<file path="config.mk">
export PLATFORM = sky130hd
export DESIGN_NAME = atatf_top
export DESIGN_NICKNAME = d
export VERILOG_FILES = /design/src/hdl/atatf_pkg.sv /design/src/hdl/atatf_wr_if.sv /design/src/hdl/atatf_addr.sv /design/src/hdl/atatf_ctrl.sv /design/src/hdl/atatf_top.sv
export SDC_FILE = /design/constraint.sdc
export NUM_CORES = 1
export LEC_CHECK = 0
export ABC_CLOCK_PERIOD_IN_PS = 2700
export BUFFER_PORTS_ARGS = -buffer_cell sky130_fd_sc_hd__buf_2
export CAP_MARGIN = 20
export CORE_MARGIN = 3
export CORE_UTILIZATION = 25
export DETAILED_ROUTE_END_ITERATION = 10
export PLACE_DENSITY = 0.44
export SLEW_MARGIN = 20
export SYNTH_ARGS = -nofsm -noshare
export SYNTH_HDL_FRONTEND = slang
export SYNTH_SLANG_ARGS = --single-unit
</file>
<file path="constraint.sdc">
create_clock -name core_clk -period 2.7 [get_ports core_clk]
set_clock_uncertainty 0.2 [all_clocks]
set_input_delay 0 -clock core_clk [delete_from_list [all_inputs] [get_ports core_clk]]
set_output_delay 0 -clock core_clk [all_outputs]
set_load 0.005 [all_outputs]
</file>
<file path="src/hdl/atatf_pkg.sv">
// Constants and field layout of the task-file address and status register bank
// Behaviour
// - Offset 3 holds the start sector, or block address bits 7..0.
// - Offset 4 holds cylinder low byte, or block address bits 15..8.
// - Offset 5 holds cylinder high byte, or block address bits 23..16.
// - Unit/head register bits 7 and 5 always read one.
// - Unit/head bit 6 picks cylinder/head/sector (0) or block (1) addressing.
// - Block address is built from sector, cylinder low/high and head nibble.
// - Cylinder/head/sector mode takes unit/head bits 3..0 as head number.
// - Unit/head bit 4 picks unit 0 or 1; own unit from configuration.
// - Reading primary status at offset 7 clears the pending interrupt.
// - Reading shadow status at offset E returns status, keeps interrupt pending.
// - While busy the host may not use registers; other bits invalid.
// - Ready bit is zero from power-up until the card accepts commands.
// - Bit 5 shows a write fault, bit 4 shows the card is ready.
// - Bit 3 set while data must move; cleared by the next command.
// - Bit 2 shows a corrected error; bit 1 always reads zero.
// - Bit 0 shows previous command failed; failing sector kept in address registers.
// - Host control register at offset E is writable even while busy.
// - Control bit 2 holds the card in soft reset, clears status, loads diagnostics.
// - Control bit 1 masks the interrupt, drives configuration bit, resets to zero.
// - Readback bit 6 reads zero while a write runs, else one.
// - Readback bits 5..2 are inverted unit/head bits 3..0.
// - Readback bits 1 and 0 read zero when unit 1 or 0 is active and selected.
package atatf_pkg;
    localparam logic [3:0] OFF_SECTOR = 4'h3;
    localparam logic [3:0] OFF_CYL_LOW = 4'h4;
    localparam logic [3:0] OFF_CYL_HIGH = 4'h5;
    localparam logic [3:0] OFF_UNIT_HEAD = 4'h6;
    localparam logic [3:0] OFF_STATUS = 4'h7;
    localparam logic [3:0] OFF_SHADOW = 4'he;
    localparam logic [3:0] OFF_CONTROL = 4'he;
    localparam logic [3:0] OFF_READBACK = 4'hf;
    localparam int UH_LBA = 6;
    localparam int UH_UNIT = 4;
    localparam logic [7:0] UH_FORCED = 8'ha0;
    localparam int CTRL_SRST = 2;
    localparam int CTRL_MASK = 1;
    localparam logic [7:0] CTRL_KEEP = 8'h06;
    localparam int ST_BUSY = 7;
    localparam int ST_READY = 6;
    localparam int ST_WFAULT = 5;
    localparam int ST_SEEK = 4;
    localparam int ST_XFER_REQ = 3;
    localparam int ST_CORRECTED = 2;
    localparam int ST_INDEX = 1;
    localparam int ST_ERR = 0;
    localparam int RB_WRITE = 6;
    localparam logic [7:0] RST_SECTOR = 8'h01;
    localparam logic [7:0] RST_CYL = 8'h00;
    localparam logic [7:0] RST_UNIT_HEAD = 8'ha0;
    localparam logic [7:0] RST_CONTROL = 8'h00;
    localparam logic [7:0] RD_UNMAPPED = 8'h00;
    localparam int RESET_SYNC_STAGES = 2;
endpackage

</file>
<file path="src/hdl/atatf_wr_if.sv">
// Host write strobe carrier between the bank's own modules
`timescale 1ns/1ns
interface atatf_wr_if;
    logic [3:0] addr;
    logic [7:0] data;
    logic wr;
    logic busy;
    modport master (output addr, output data, output wr, output busy);
    modport slave (input addr, input data, input wr, input busy);
endinterface

</file>
<file path="src/hdl/atatf_addr.sv">
// Start address registers: sector, cylinder low/high and unit/head
`timescale 1ns/1ns
module atatf_addr
    import atatf_pkg::*;
(
    input wire logic clk,
    input wire logic rst_n,
    atatf_wr_if.slave bus,
    input wire logic fail_load,
    input wire logic [27:0] fail_addr,
    output logic [7:0] sector_q,
    output logic [7:0] cyl_low_q,
    output logic [7:0] cyl_high_q,
    output logic [7:0] unit_head_q
);
    logic host_wr;

    // Host writes refused while the card owns the task file
    assign host_wr = bus.wr && !bus.busy;

    always_ff @(posedge clk or negedge rst_n) begin
        if (!rst_n) begin
            sector_q <= RST_SECTOR;
            cyl_low_q <= RST_CYL;
            cyl_high_q <= RST_CYL;
            unit_head_q <= RST_UNIT_HEAD;
        end else if (fail_load) begin
            // First failing sector reported by the core
            sector_q <= fail_addr[7:0];
            cyl_low_q <= fail_addr[15:8];
            cyl_high_q <= fail_addr[23:16];
            unit_head_q <= {unit_head_q[7:4], fail_addr[27:24]} | UH_FORCED;
        end else if (host_wr) begin
            if (bus.addr == OFF_SECTOR) sector_q <= bus.data;
            if (bus.addr == OFF_CYL_LOW) cyl_low_q <= bus.data;
            if (bus.addr == OFF_CYL_HIGH) cyl_high_q <= bus.data;
            if (bus.addr == OFF_UNIT_HEAD) unit_head_q <= bus.data | UH_FORCED;
        end
    end
endmodule

</file>
<file path="src/hdl/atatf_ctrl.sv">
// Write-only host control register: soft reset and interrupt mask
`timescale 1ns/1ns
module atatf_ctrl
    import atatf_pkg::*;
(
    input wire logic clk,
    input wire logic rst_n,
    atatf_wr_if.slave bus,
    output logic soft_reset_bit,
    output logic irq_mask
);
    logic [7:0] control_q;

    // Busy is deliberately not consulted here
    always_ff @(posedge clk or negedge rst_n) begin
        if (!rst_n) begin
            control_q <= RST_CONTROL;
        end else if (bus.wr && bus.addr == OFF_CONTROL) begin
            control_q <= bus.data & CTRL_KEEP;
        end
    end

    assign soft_reset_bit = control_q[CTRL_SRST];
    assign irq_mask = control_q[CTRL_MASK];
endmodule

</file>
<file path="src/hdl/atatf_top.sv">
// Task-file address, status, control and readback register bank
`timescale 1ns/1ns
module atatf_top
    import atatf_pkg::*;
#(
    parameter int ADDR_W = 4
)
(
    input wire logic core_clk,
    input wire logic reset_n,
    input wire logic [3:0] reg_addr,
    input wire logic reg_rd,
    input wire logic reg_wr,
    input wire logic [7:0] reg_wdata,
    output logic [7:0] reg_rdata_q,
    input wire logic core_busy,
    input wire logic core_ready,
    input wire logic core_write_fault,
    input wire logic core_xfer_req_set,
    input wire logic core_xfer_req_clear,
    input wire logic core_corrected,
    input wire logic core_cmd_error,
    input wire logic command_start,
    input wire logic core_irq_event,
    input wire logic write_in_progress,
    input wire logic unit_number,
    input wire logic fail_load,
    input wire logic [27:0] fail_addr,
    output logic card_interrupt_request_q,
    output logic soft_reset_q,
    output logic int_disable_q,
    output logic diag_load_q,
    output logic lba_mode_q,
    output logic [27:0] lba_addr_q,
    output logic [15:0] cylinder_q,
    output logic [3:0] head_q,
    output logic [7:0] start_sector_q,
    output logic unit_select_q,
    output logic unit_match_q
);
    import atatf_pkg::*;

    // Offset decode below is fixed at four bits
    if (ADDR_W != 4) begin : g_addr_w_check
        $error("atatf_top serves a four-bit offset only");
    end

    function automatic logic hit(input logic [3:0] a, input logic [3:0] off);
        hit = (a == off);
    endfunction

    function automatic logic [7:0] pack_status(
        input logic busy,
        input logic rdy,
        input logic wf,
        input logic xreq,
        input logic fixed,
        input logic err
    );
        logic [7:0] s;
        s = 8'h00;
        s[ST_BUSY] = busy;
        s[ST_READY] = rdy;
        s[ST_WFAULT] = wf;
        s[ST_SEEK] = rdy;
        s[ST_XFER_REQ] = xreq;
        s[ST_CORRECTED] = fixed;
        s[ST_INDEX] = 1'b0;
        s[ST_ERR] = err;
        pack_status = s;
    endfunction

    // Reset release synchroniser
    logic [RESET_SYNC_STAGES-1:0] rst_sync_q;
    logic rst_n;

    always_ff @(posedge core_clk or negedge reset_n) begin
        if (!reset_n) begin
            rst_sync_q <= '0;
        end else begin
            rst_sync_q <= {rst_sync_q[RESET_SYNC_STAGES-2:0], 1'b1};
        end
    end

    assign rst_n = rst_sync_q[RESET_SYNC_STAGES-1];

    // Internal write carrier
    atatf_wr_if wr_bus ();

    assign wr_bus.addr = reg_addr;
    assign wr_bus.data = reg_wdata;
    assign wr_bus.wr = reg_wr;
    assign wr_bus.busy = core_busy;

    logic [7:0] sector_r;
    logic [7:0] cyl_low_r;
    logic [7:0] cyl_high_r;
    logic [7:0] unit_head_r;
    logic srst;
    logic mask;

    atatf_addr u_addr (
        .clk(core_clk),
        .rst_n(rst_n),
        .bus(wr_bus),
        .fail_load(fail_load),
        .fail_addr(fail_addr),
        .sector_q(sector_r),
        .cyl_low_q(cyl_low_r),
        .cyl_high_q(cyl_high_r),
        .unit_head_q(unit_head_r)
    );

    atatf_ctrl u_ctrl (
        .clk(core_clk),
        .rst_n(rst_n),
        .bus(wr_bus),
        .soft_reset_bit(srst),
        .irq_mask(mask)
    );

    // Status flags
    logic ready_q;
    logic xfer_req_q;
    logic corrected_q;
    logic err_q;
    logic wfault_q;
    logic irq_pend_q;
    logic srst_q;
    logic [7:0] status_byte;
    logic status_rd;

    always_ff @(posedge core_clk or negedge rst_n) begin
        if (!rst_n) begin
            ready_q <= 1'b0;
        end else begin
            ready_q <= core_ready && !srst;
        end
    end

    always_ff @(posedge core_clk or negedge rst_n) begin
        if (!rst_n) begin
            wfault_q <= 1'b0;
        end else begin
            wfault_q <= core_write_fault && !srst;
        end
    end

    // Sticky flags: the setting event wins over a same-cycle command start or clear input; soft reset wins over the setting event
    always_ff @(posedge core_clk or negedge rst_n) begin
        if (!rst_n) begin
            xfer_req_q <= 1'b0;
        end else if (srst) begin
            xfer_req_q <= 1'b0;
        end else if (core_xfer_req_set) begin
            xfer_req_q <= 1'b1;
        end else if (command_start || core_xfer_req_clear) begin
            xfer_req_q <= 1'b0;
        end
    end

    always_ff @(posedge core_clk or negedge rst_n) begin
        if (!rst_n) begin
            corrected_q <= 1'b0;
        end else if (srst) begin
            corrected_q <= 1'b0;
        end else if (core_corrected) begin
            corrected_q <= 1'b1;
        end else if (command_start) begin
            corrected_q <= 1'b0;
        end
    end

    always_ff @(posedge core_clk or negedge rst_n) begin
        if (!rst_n) begin
            err_q <= 1'b0;
        end else if (srst) begin
            err_q <= 1'b0;
        end else if (core_cmd_error) begin
            err_q <= 1'b1;
        end else if (command_start) begin
            err_q <= 1'b0;
        end
    end

    assign status_byte = srst ? 8'h00 :
        pack_status(core_busy, ready_q, wfault_q, xfer_req_q, corrected_q, err_q);
    assign status_rd = reg_rd && hit(reg_addr, OFF_STATUS);

    // Pending interrupt; the primary status read or soft reset clears it, the shadow read does not
    always_ff @(posedge core_clk or negedge rst_n) begin
        if (!rst_n) begin
            irq_pend_q <= 1'b0;
        end else if (srst) begin
            irq_pend_q <= 1'b0;
        end else if (core_irq_event) begin
            irq_pend_q <= 1'b1;
        end else if (status_rd) begin
            irq_pend_q <= 1'b0;
        end
    end

    always_ff @(posedge core_clk or negedge rst_n) begin
        if (!rst_n) begin
            card_interrupt_request_q <= 1'b0;
            int_disable_q <= 1'b0;
        end else begin
            card_interrupt_request_q <= irq_pend_q && !mask;
            int_disable_q <= mask;
        end
    end

    // Soft reset output and diagnostic load on entry
    always_ff @(posedge core_clk or negedge rst_n) begin
        if (!rst_n) begin
            srst_q <= 1'b0;
            soft_reset_q <= 1'b0;
            diag_load_q <= 1'b0;
        end else begin
            srst_q <= srst;
            soft_reset_q <= srst;
            diag_load_q <= srst && !srst_q;
        end
    end

    // Address decode toward the core
    always_ff @(posedge core_clk or negedge rst_n) begin
        if (!rst_n) begin
            lba_mode_q <= 1'b0;
            lba_addr_q <= '0;
            cylinder_q <= '0;
            head_q <= '0;
            start_sector_q <= RST_SECTOR;
            unit_select_q <= 1'b0;
            unit_match_q <= 1'b0;
        end else begin
            lba_mode_q <= unit_head_r[UH_LBA];
            lba_addr_q <= {unit_head_r[3:0], cyl_high_r, cyl_low_r, sector_r};
            cylinder_q <= {cyl_high_r, cyl_low_r};
            head_q <= unit_head_r[3:0];
            start_sector_q <= sector_r;
            unit_select_q <= unit_head_r[UH_UNIT];
            unit_match_q <= unit_head_r[UH_UNIT] == unit_number;
        end
    end

    // Readback byte at offset F
    logic [7:0] readback_byte;
    logic selected;

    assign selected = core_ready && (unit_head_r[UH_UNIT] == unit_number);

    always_comb begin
        readback_byte = 8'h00;
        readback_byte[RB_WRITE] = !write_in_progress;
        readback_byte[5:2] = ~unit_head_r[3:0];
        readback_byte[1] = !(selected && unit_number);
        readback_byte[0] = !(selected && !unit_number);
    end

    // Read data mux; offsets owned elsewhere read as zero
    logic [7:0] rd_mux;

    always_comb begin
        unique case (reg_addr)
            OFF_SECTOR: rd_mux = sector_r;
            OFF_CYL_LOW: rd_mux = cyl_low_r;
            OFF_CYL_HIGH: rd_mux = cyl_high_r;
            OFF_UNIT_HEAD: rd_mux = unit_head_r;
            OFF_STATUS: rd_mux = status_byte;
            OFF_SHADOW: rd_mux = status_byte;
            OFF_READBACK: rd_mux = readback_byte;
            default: rd_mux = RD_UNMAPPED;
        endcase
    end

    always_ff @(posedge core_clk or negedge rst_n) begin
        if (!rst_n) begin
            reg_rdata_q <= RD_UNMAPPED;
        end else if (reg_rd) begin
            reg_rdata_q <= rd_mux;
        end
    end
endmodule

</file>
Yosys cells after proc, flatten, opt, wreduce, memory -nomap -nowiden
Index checks and enable logic that the tools add are counted.
Widths: inputs -> output; s select.

cells by class
  equal/unequal tests = 8
  mux-type cells = 25
  bitwise gates (word level) = 2
  reductions and logical operators = 34

operators with widths
  operator            count
  $mux 8              13
  $pmux 8 s6          1
  $eq 4x3->1 const B  4
  $reduce_bool 3->1   4
  $mux 1              11
  $logic_and 1x1->1   10
  $reduce_bool 2->1   5
  $eq 4x4->1 const B  2
  $logic_not 1->1     8
  $reduce_and 2->1    4
  $eq 4x2->1 const B  1
  $not 4->4           1
  $reduce_and 3->1    1
  $reduce_or 2->1     1
  $eq 1x1->1          1
  $logic_or 1x1->1    1
  $not 1->1           1

storage, ports and cells
  register bits after elaboration = 113
  input bits = 56
  output and inout bits = 71
  logic and storage cells = 94

Depth between registers and ports, before layout
  depth in word-level cells = 5
  mapped depth = 6
  gate-level depth less buffers = 4

By module
From an unflattened synthesis, not the netlist that was laid out.

unflattened totals
  cell total of the unflattened synthesis = 369
  area, all modules = 3930.0 µm²

by module, submodules not included
  module      instances  cells each  area each (µm²)  sequential area each (µm²)
  atatf_top   1          185         2188.3           1302.5
  atatf_addr  1          178         1656.6           778.2
  atatf_ctrl  1          6           85.1             50.0

Worst setup path before layout
No wires, ideal clock.

  path kind = flip-flop to flip-flop
  start = register u_ctrl.control_q[2]
  end = register reg_rdata_q[0]
  library setup time = 0.090 ns
  arrival = 1.167 ns
  required time = 2.410 ns
  slack = 1.242 ns
  stages on the path, launching flop included = 5
  buffers on the path = 1
  period minus slack after synthesis = 1.458 ns
  cells stage by stage = dfrtp_1 > clkbuf_1 > nor3_2 > a221oi_1 > o221ai_1

between the ends
  longest elaborated chain between the ends = 2

ends and longest elaborated chain
  element                 RTL line          text
  start, declared         atatf_ctrl.sv:12  logic [7:0] control_q;
  start signal, assigned  atatf_ctrl.sv:19  control_q <= bus.data & CTRL_KEEP;
  $mux 8                  atatf_top.sv:186  assign status_byte = srst ? 8'h00 :
  $pmux 8 s6              atatf_top.sv:265  unique case (reg_addr)
  end signal, assigned    atatf_top.sv:281  reg_rdata_q <= rd_mux;
  end, declared           atatf_top.sv:15   output logic [7:0] reg_rdata_q,

No other way between the ends.
A chain may end at the register's enable or synchronous reset.

Worst setup path in the final report
  start = input port core_busy
  end = register u_addr.unit_head_q[0]

between the ends
  longest elaborated chain between the ends = 4

ends and longest elaborated chain
  element                             RTL line          text
  start, declared                     atatf_top.sv:16   input wire logic core_busy,
  $logic_not 1->1                     atatf_addr.sv:19  assign host_wr = bus.wr && !bus.busy;
  $logic_and 1x1->1                   atatf_addr.sv:19
  $reduce_bool 2->1 (no source line)  --
  $reduce_and 2->1 (no source line)   --
  end signal, assigned                atatf_addr.sv:32  unit_head_q <= {unit_head_q[7:4], fail_addr[27:24]} | UH_FORCED;
  end signal, assigned                atatf_addr.sv:37  if (bus.addr == OFF_UNIT_HEAD) unit_head_q <= bus.data | UH_FORCED;
  end, declared                       atatf_addr.sv:14  output logic [7:0] unit_head_q

No other way between the ends.

==> flow_summary_export.csv <==
group,metric,value,unit
setup_path,r2r-start,"u_ctrl.control_q[2]",
setup_path,critical_path_class,"in -> reg",
sta,whs,0.0547,ns
setup_path,critPathLaunchType,"input port",
clock_network,cts.sinks,85,
yosys,async_reset_ff_share,100,%
die,dieArea,16200,um^2
place,placed_cell_area,4240,um^2
hold_path,hold_path_startpoint,"reg_addr[2]",
global_route,grt-ovfl-total,0,
run,maxCapViolations,0,
die,initial_core_util,26.0,%
global_route,antenna_found_initial,0,
hold_path,min_path_type,"in -> reg",
sta,worst_pin_slew,0.745,ns
drt,drt_pass1_iterations,5,
setup_path,crit_required,2.73,ns
place,place_hpwl,7.69,mm
place,place_inst,574,
power,p_per_area,610,nW/um^2
drt,detail_route.wl_per_cell,16.5,um
drt,vias_per_cell,4.44,
yosys,syn_area,3670,um^2
yosys,yosysWarnings,0,
yosys,synth-edff-count,0,
clock_network,clk_pin_slew,0.06,ns
drt,drt_wl_total,11.0,mm
cells_and_area,drive_above_1_share,33.0,%
sta,finalCriticalPeriod,2.12,ns
cells_and_area,multi_input_area,1210,um^2
yosys,ys_types,41,
place,gp_congestion,0.845,
sta,setup_violations,0,
yosys,synth-seq-cells,85,
die,fp-row-count,43,
clock_network,cts_setup_buffers,0,
cells_and_area,final_cells,668,
global_route,grt_max_degree,45,
place,numPortBuffers,126,
clock_network,cts_hold_buf,78,
setup_path,crit_fanout,6,
drt,detail_route.iter0.violations,172,
cells_and_area,syn2layout_area_growth,44.7,%
yosys,syn_nets,364,
clock_network,clock_latency,0.34,ns
die,die_x,127,um
drt,num_vias,2968,
power,leakagePower,2.58,nW
cells_and_area,fin_util,37.7,%
clock_network,numCtsBuffers,9,
die,coreArea,14100,um^2
global_route,grt_pass1_vias,3171,
yosys,synthesis.instances,308,
cells_and_area,diodes,0,
setup_path,end_kind,"flop",
global_route,grt_pass1_wl,17.6,mm
cells_and_area,final_area,5310,um^2
die,die_h,127,um
drt,drc,0,
sta,clock.fmax,0.471,GHz
sta,hold_viol,0,
clock_network,cts_root_buffer,"clkbuf_16",
cells_and_area,regArea,2130,um^2
die,io_pins,127,
yosys,seq_area_frac_synth,58.1,%
cells_and_area,n_fill_cell,1424,
global_route,track_usage,14.2,%
clock_network,ctsHtreeMaxLevel,3,
clock_network,cts_tree,"yes",
place,pre_cts_ws,0.895,ns
sta,setup_tns,0,ns
clock_network,clockBufferDepth,2,
sta,finalCritPeriodShare,78.6,%
yosys,synth_flop_cell,"dfrtp_1",
yosys,avgSynthCellArea,11.9,um^2
power,p_total,3.24,mW
setup_path,cp.arrival,2.15,ns
power,vdd_drop_max,0.000294,V
cells_and_area,fin_nets,539,
sta,fin_ws,0.577,ns
sta,maxSlewHeadroom,50.3,%
clock_network,cts-resized-gates,0,
drt,ant_nets,0,
sta,slew_viol_final,0,
status,outcome,"finished, final reports clean",
setup_path,crit_path_start,"core_busy",
sta,grt_setup_unrepaired,"no",
[state kept, by name (all words and copies together), names as in the netlist, 4 cells and up]
| signal | count |
|---|---|
| reg_rdata_q | 8 |
| u_addr.cyl_low_q | 8 |
| start_sector_q | 7 |
| u_addr.unit_head_q | 7 |
| head_q | 4 |
| cylinder_q | 15 |
| u_addr.cyl_high_q | 8 |
| u_addr.sector_q | 8 |
[power breakdown]
group          internal (mW)  total [mW]  switching (mW)  leakage (nW)
combinational          0.293       0.503           0.210          1.39
sequential              1.41        1.53           0.116          1.04
clock                  0.716        1.21           0.491         0.141
[routing by layer]
metal	vias to the layer above	GRT usage, %	wire length, um
li1	1408	-	-
met1	1451	18.6	4960
met2	98	23.3	5340
met3	11	3.97	607
met4	0	3.91	116
met5	-	0	0
[final timing paths]
check	end	slack, ns	cells after the start
setup / recovery	u_addr.unit_head_q[0]	0.58	7
hold / removal	reg_rdata_q[2]	0.05	4
setup reg to reg	u_ctrl.control_q[2]	1.00	2
hold reg to reg	reg_rdata_q[7]	0.14	0
max in group asynchronous	u_addr.sector_q[0]	1.44	1
min in group asynchronous	reg_rdata_q[7]	0.14	0
[worst max-delay path, stage by stage]
cell and delay [ns]:
dlygate4sd3_1 0.54, buf_2 0.16, nor3b_2 0.21, and3_1 0.38, mux2i_1 0.21, o21ai_0 0.09, dlygate4sd3_1 0.56
[logic make-up (layout without fill, tap and decap cells)]
| family | Yosys count | count (layout) | share of synthesized area [%] |
|---|---|---|---|
| flops | 85 | 85 | 58.1 |
| simple gates | 69 | 69 | 10.1 |
| compound gates | 66 | 66 | 11.2 |
| buf+inv | 45 | 225 | 8.84 |
| mux | 40 | 40 | 11.2 |
| xor+xnor | 2 | 2 | 0.478 |
| other cells | 1 | 1 | 0.102 |
[synth_stat cells (3+ instances only)]
| library cell | instances | area [um^2] |
|---|---|---|
| o21ai_0 | 19 | 95.1 |
| a221oi_1 | 3 | 26.3 |
| nand2b_1 | 4 | 25.0 |
| a22oi_1 | 4 | 30.0 |
| a21oi_1 | 9 | 45.0 |
| nor2b_1 | 8 | 50.1 |
| o21ai_1 | 10 | 50.1 |
| dfrtp_1 | 82 | 2050 |
| mux2i_1 | 32 | 320 |
| o22ai_1 | 7 | 43.8 |
| o221ai_1 | 4 | 35.0 |
| dfstp_2 | 3 | 78.8 |
| nor2_1 | 10 | 37.5 |
| inv_1 | 3 | 11.3 |
| clkbuf_1 | 6 | 22.5 |
| mux2_2 | 8 | 90.1 |
| buf_6 | 4 | 45.0 |
| buf_4 | 29 | 218 |
| nand2_1 | 32 | 120 |
[placed cells by master, fill, tap and decap left out, types with 3 or more instances in the layout]
cell type,n
buf_2,126
dfrtp_1,81
dlygate4sd3_1,78
mux2i_1,32
nand2_1,32
o21ai_0,19
o21ai_1,10
nor2_1,10
a21oi_1,9
clkbuf_16,9
nor2b_1,8
mux2_2,8
o22ai_1,7
a22oi_1,4
nand2b_1,4
o221ai_1,4
inv_1,3
a221oi_1,3
clkbuf_1,3
dfstp_2,3
[final cells by class]
| cell class | instances | share of cell area, % |
|---|---|---|
| clock inverter | 4 | 0.919 |
| tap | 180 | 4.24 |
| timing repair buffer | 206 | 27.1 |
| inverter | 3 | 0.212 |
| sequential | 85 | 40.2 |
| multi-input combinational | 178 | 22.8 |
| clock buffer | 12 | 4.46 |
Note: power is estimated with default switching activity, not from simulation.
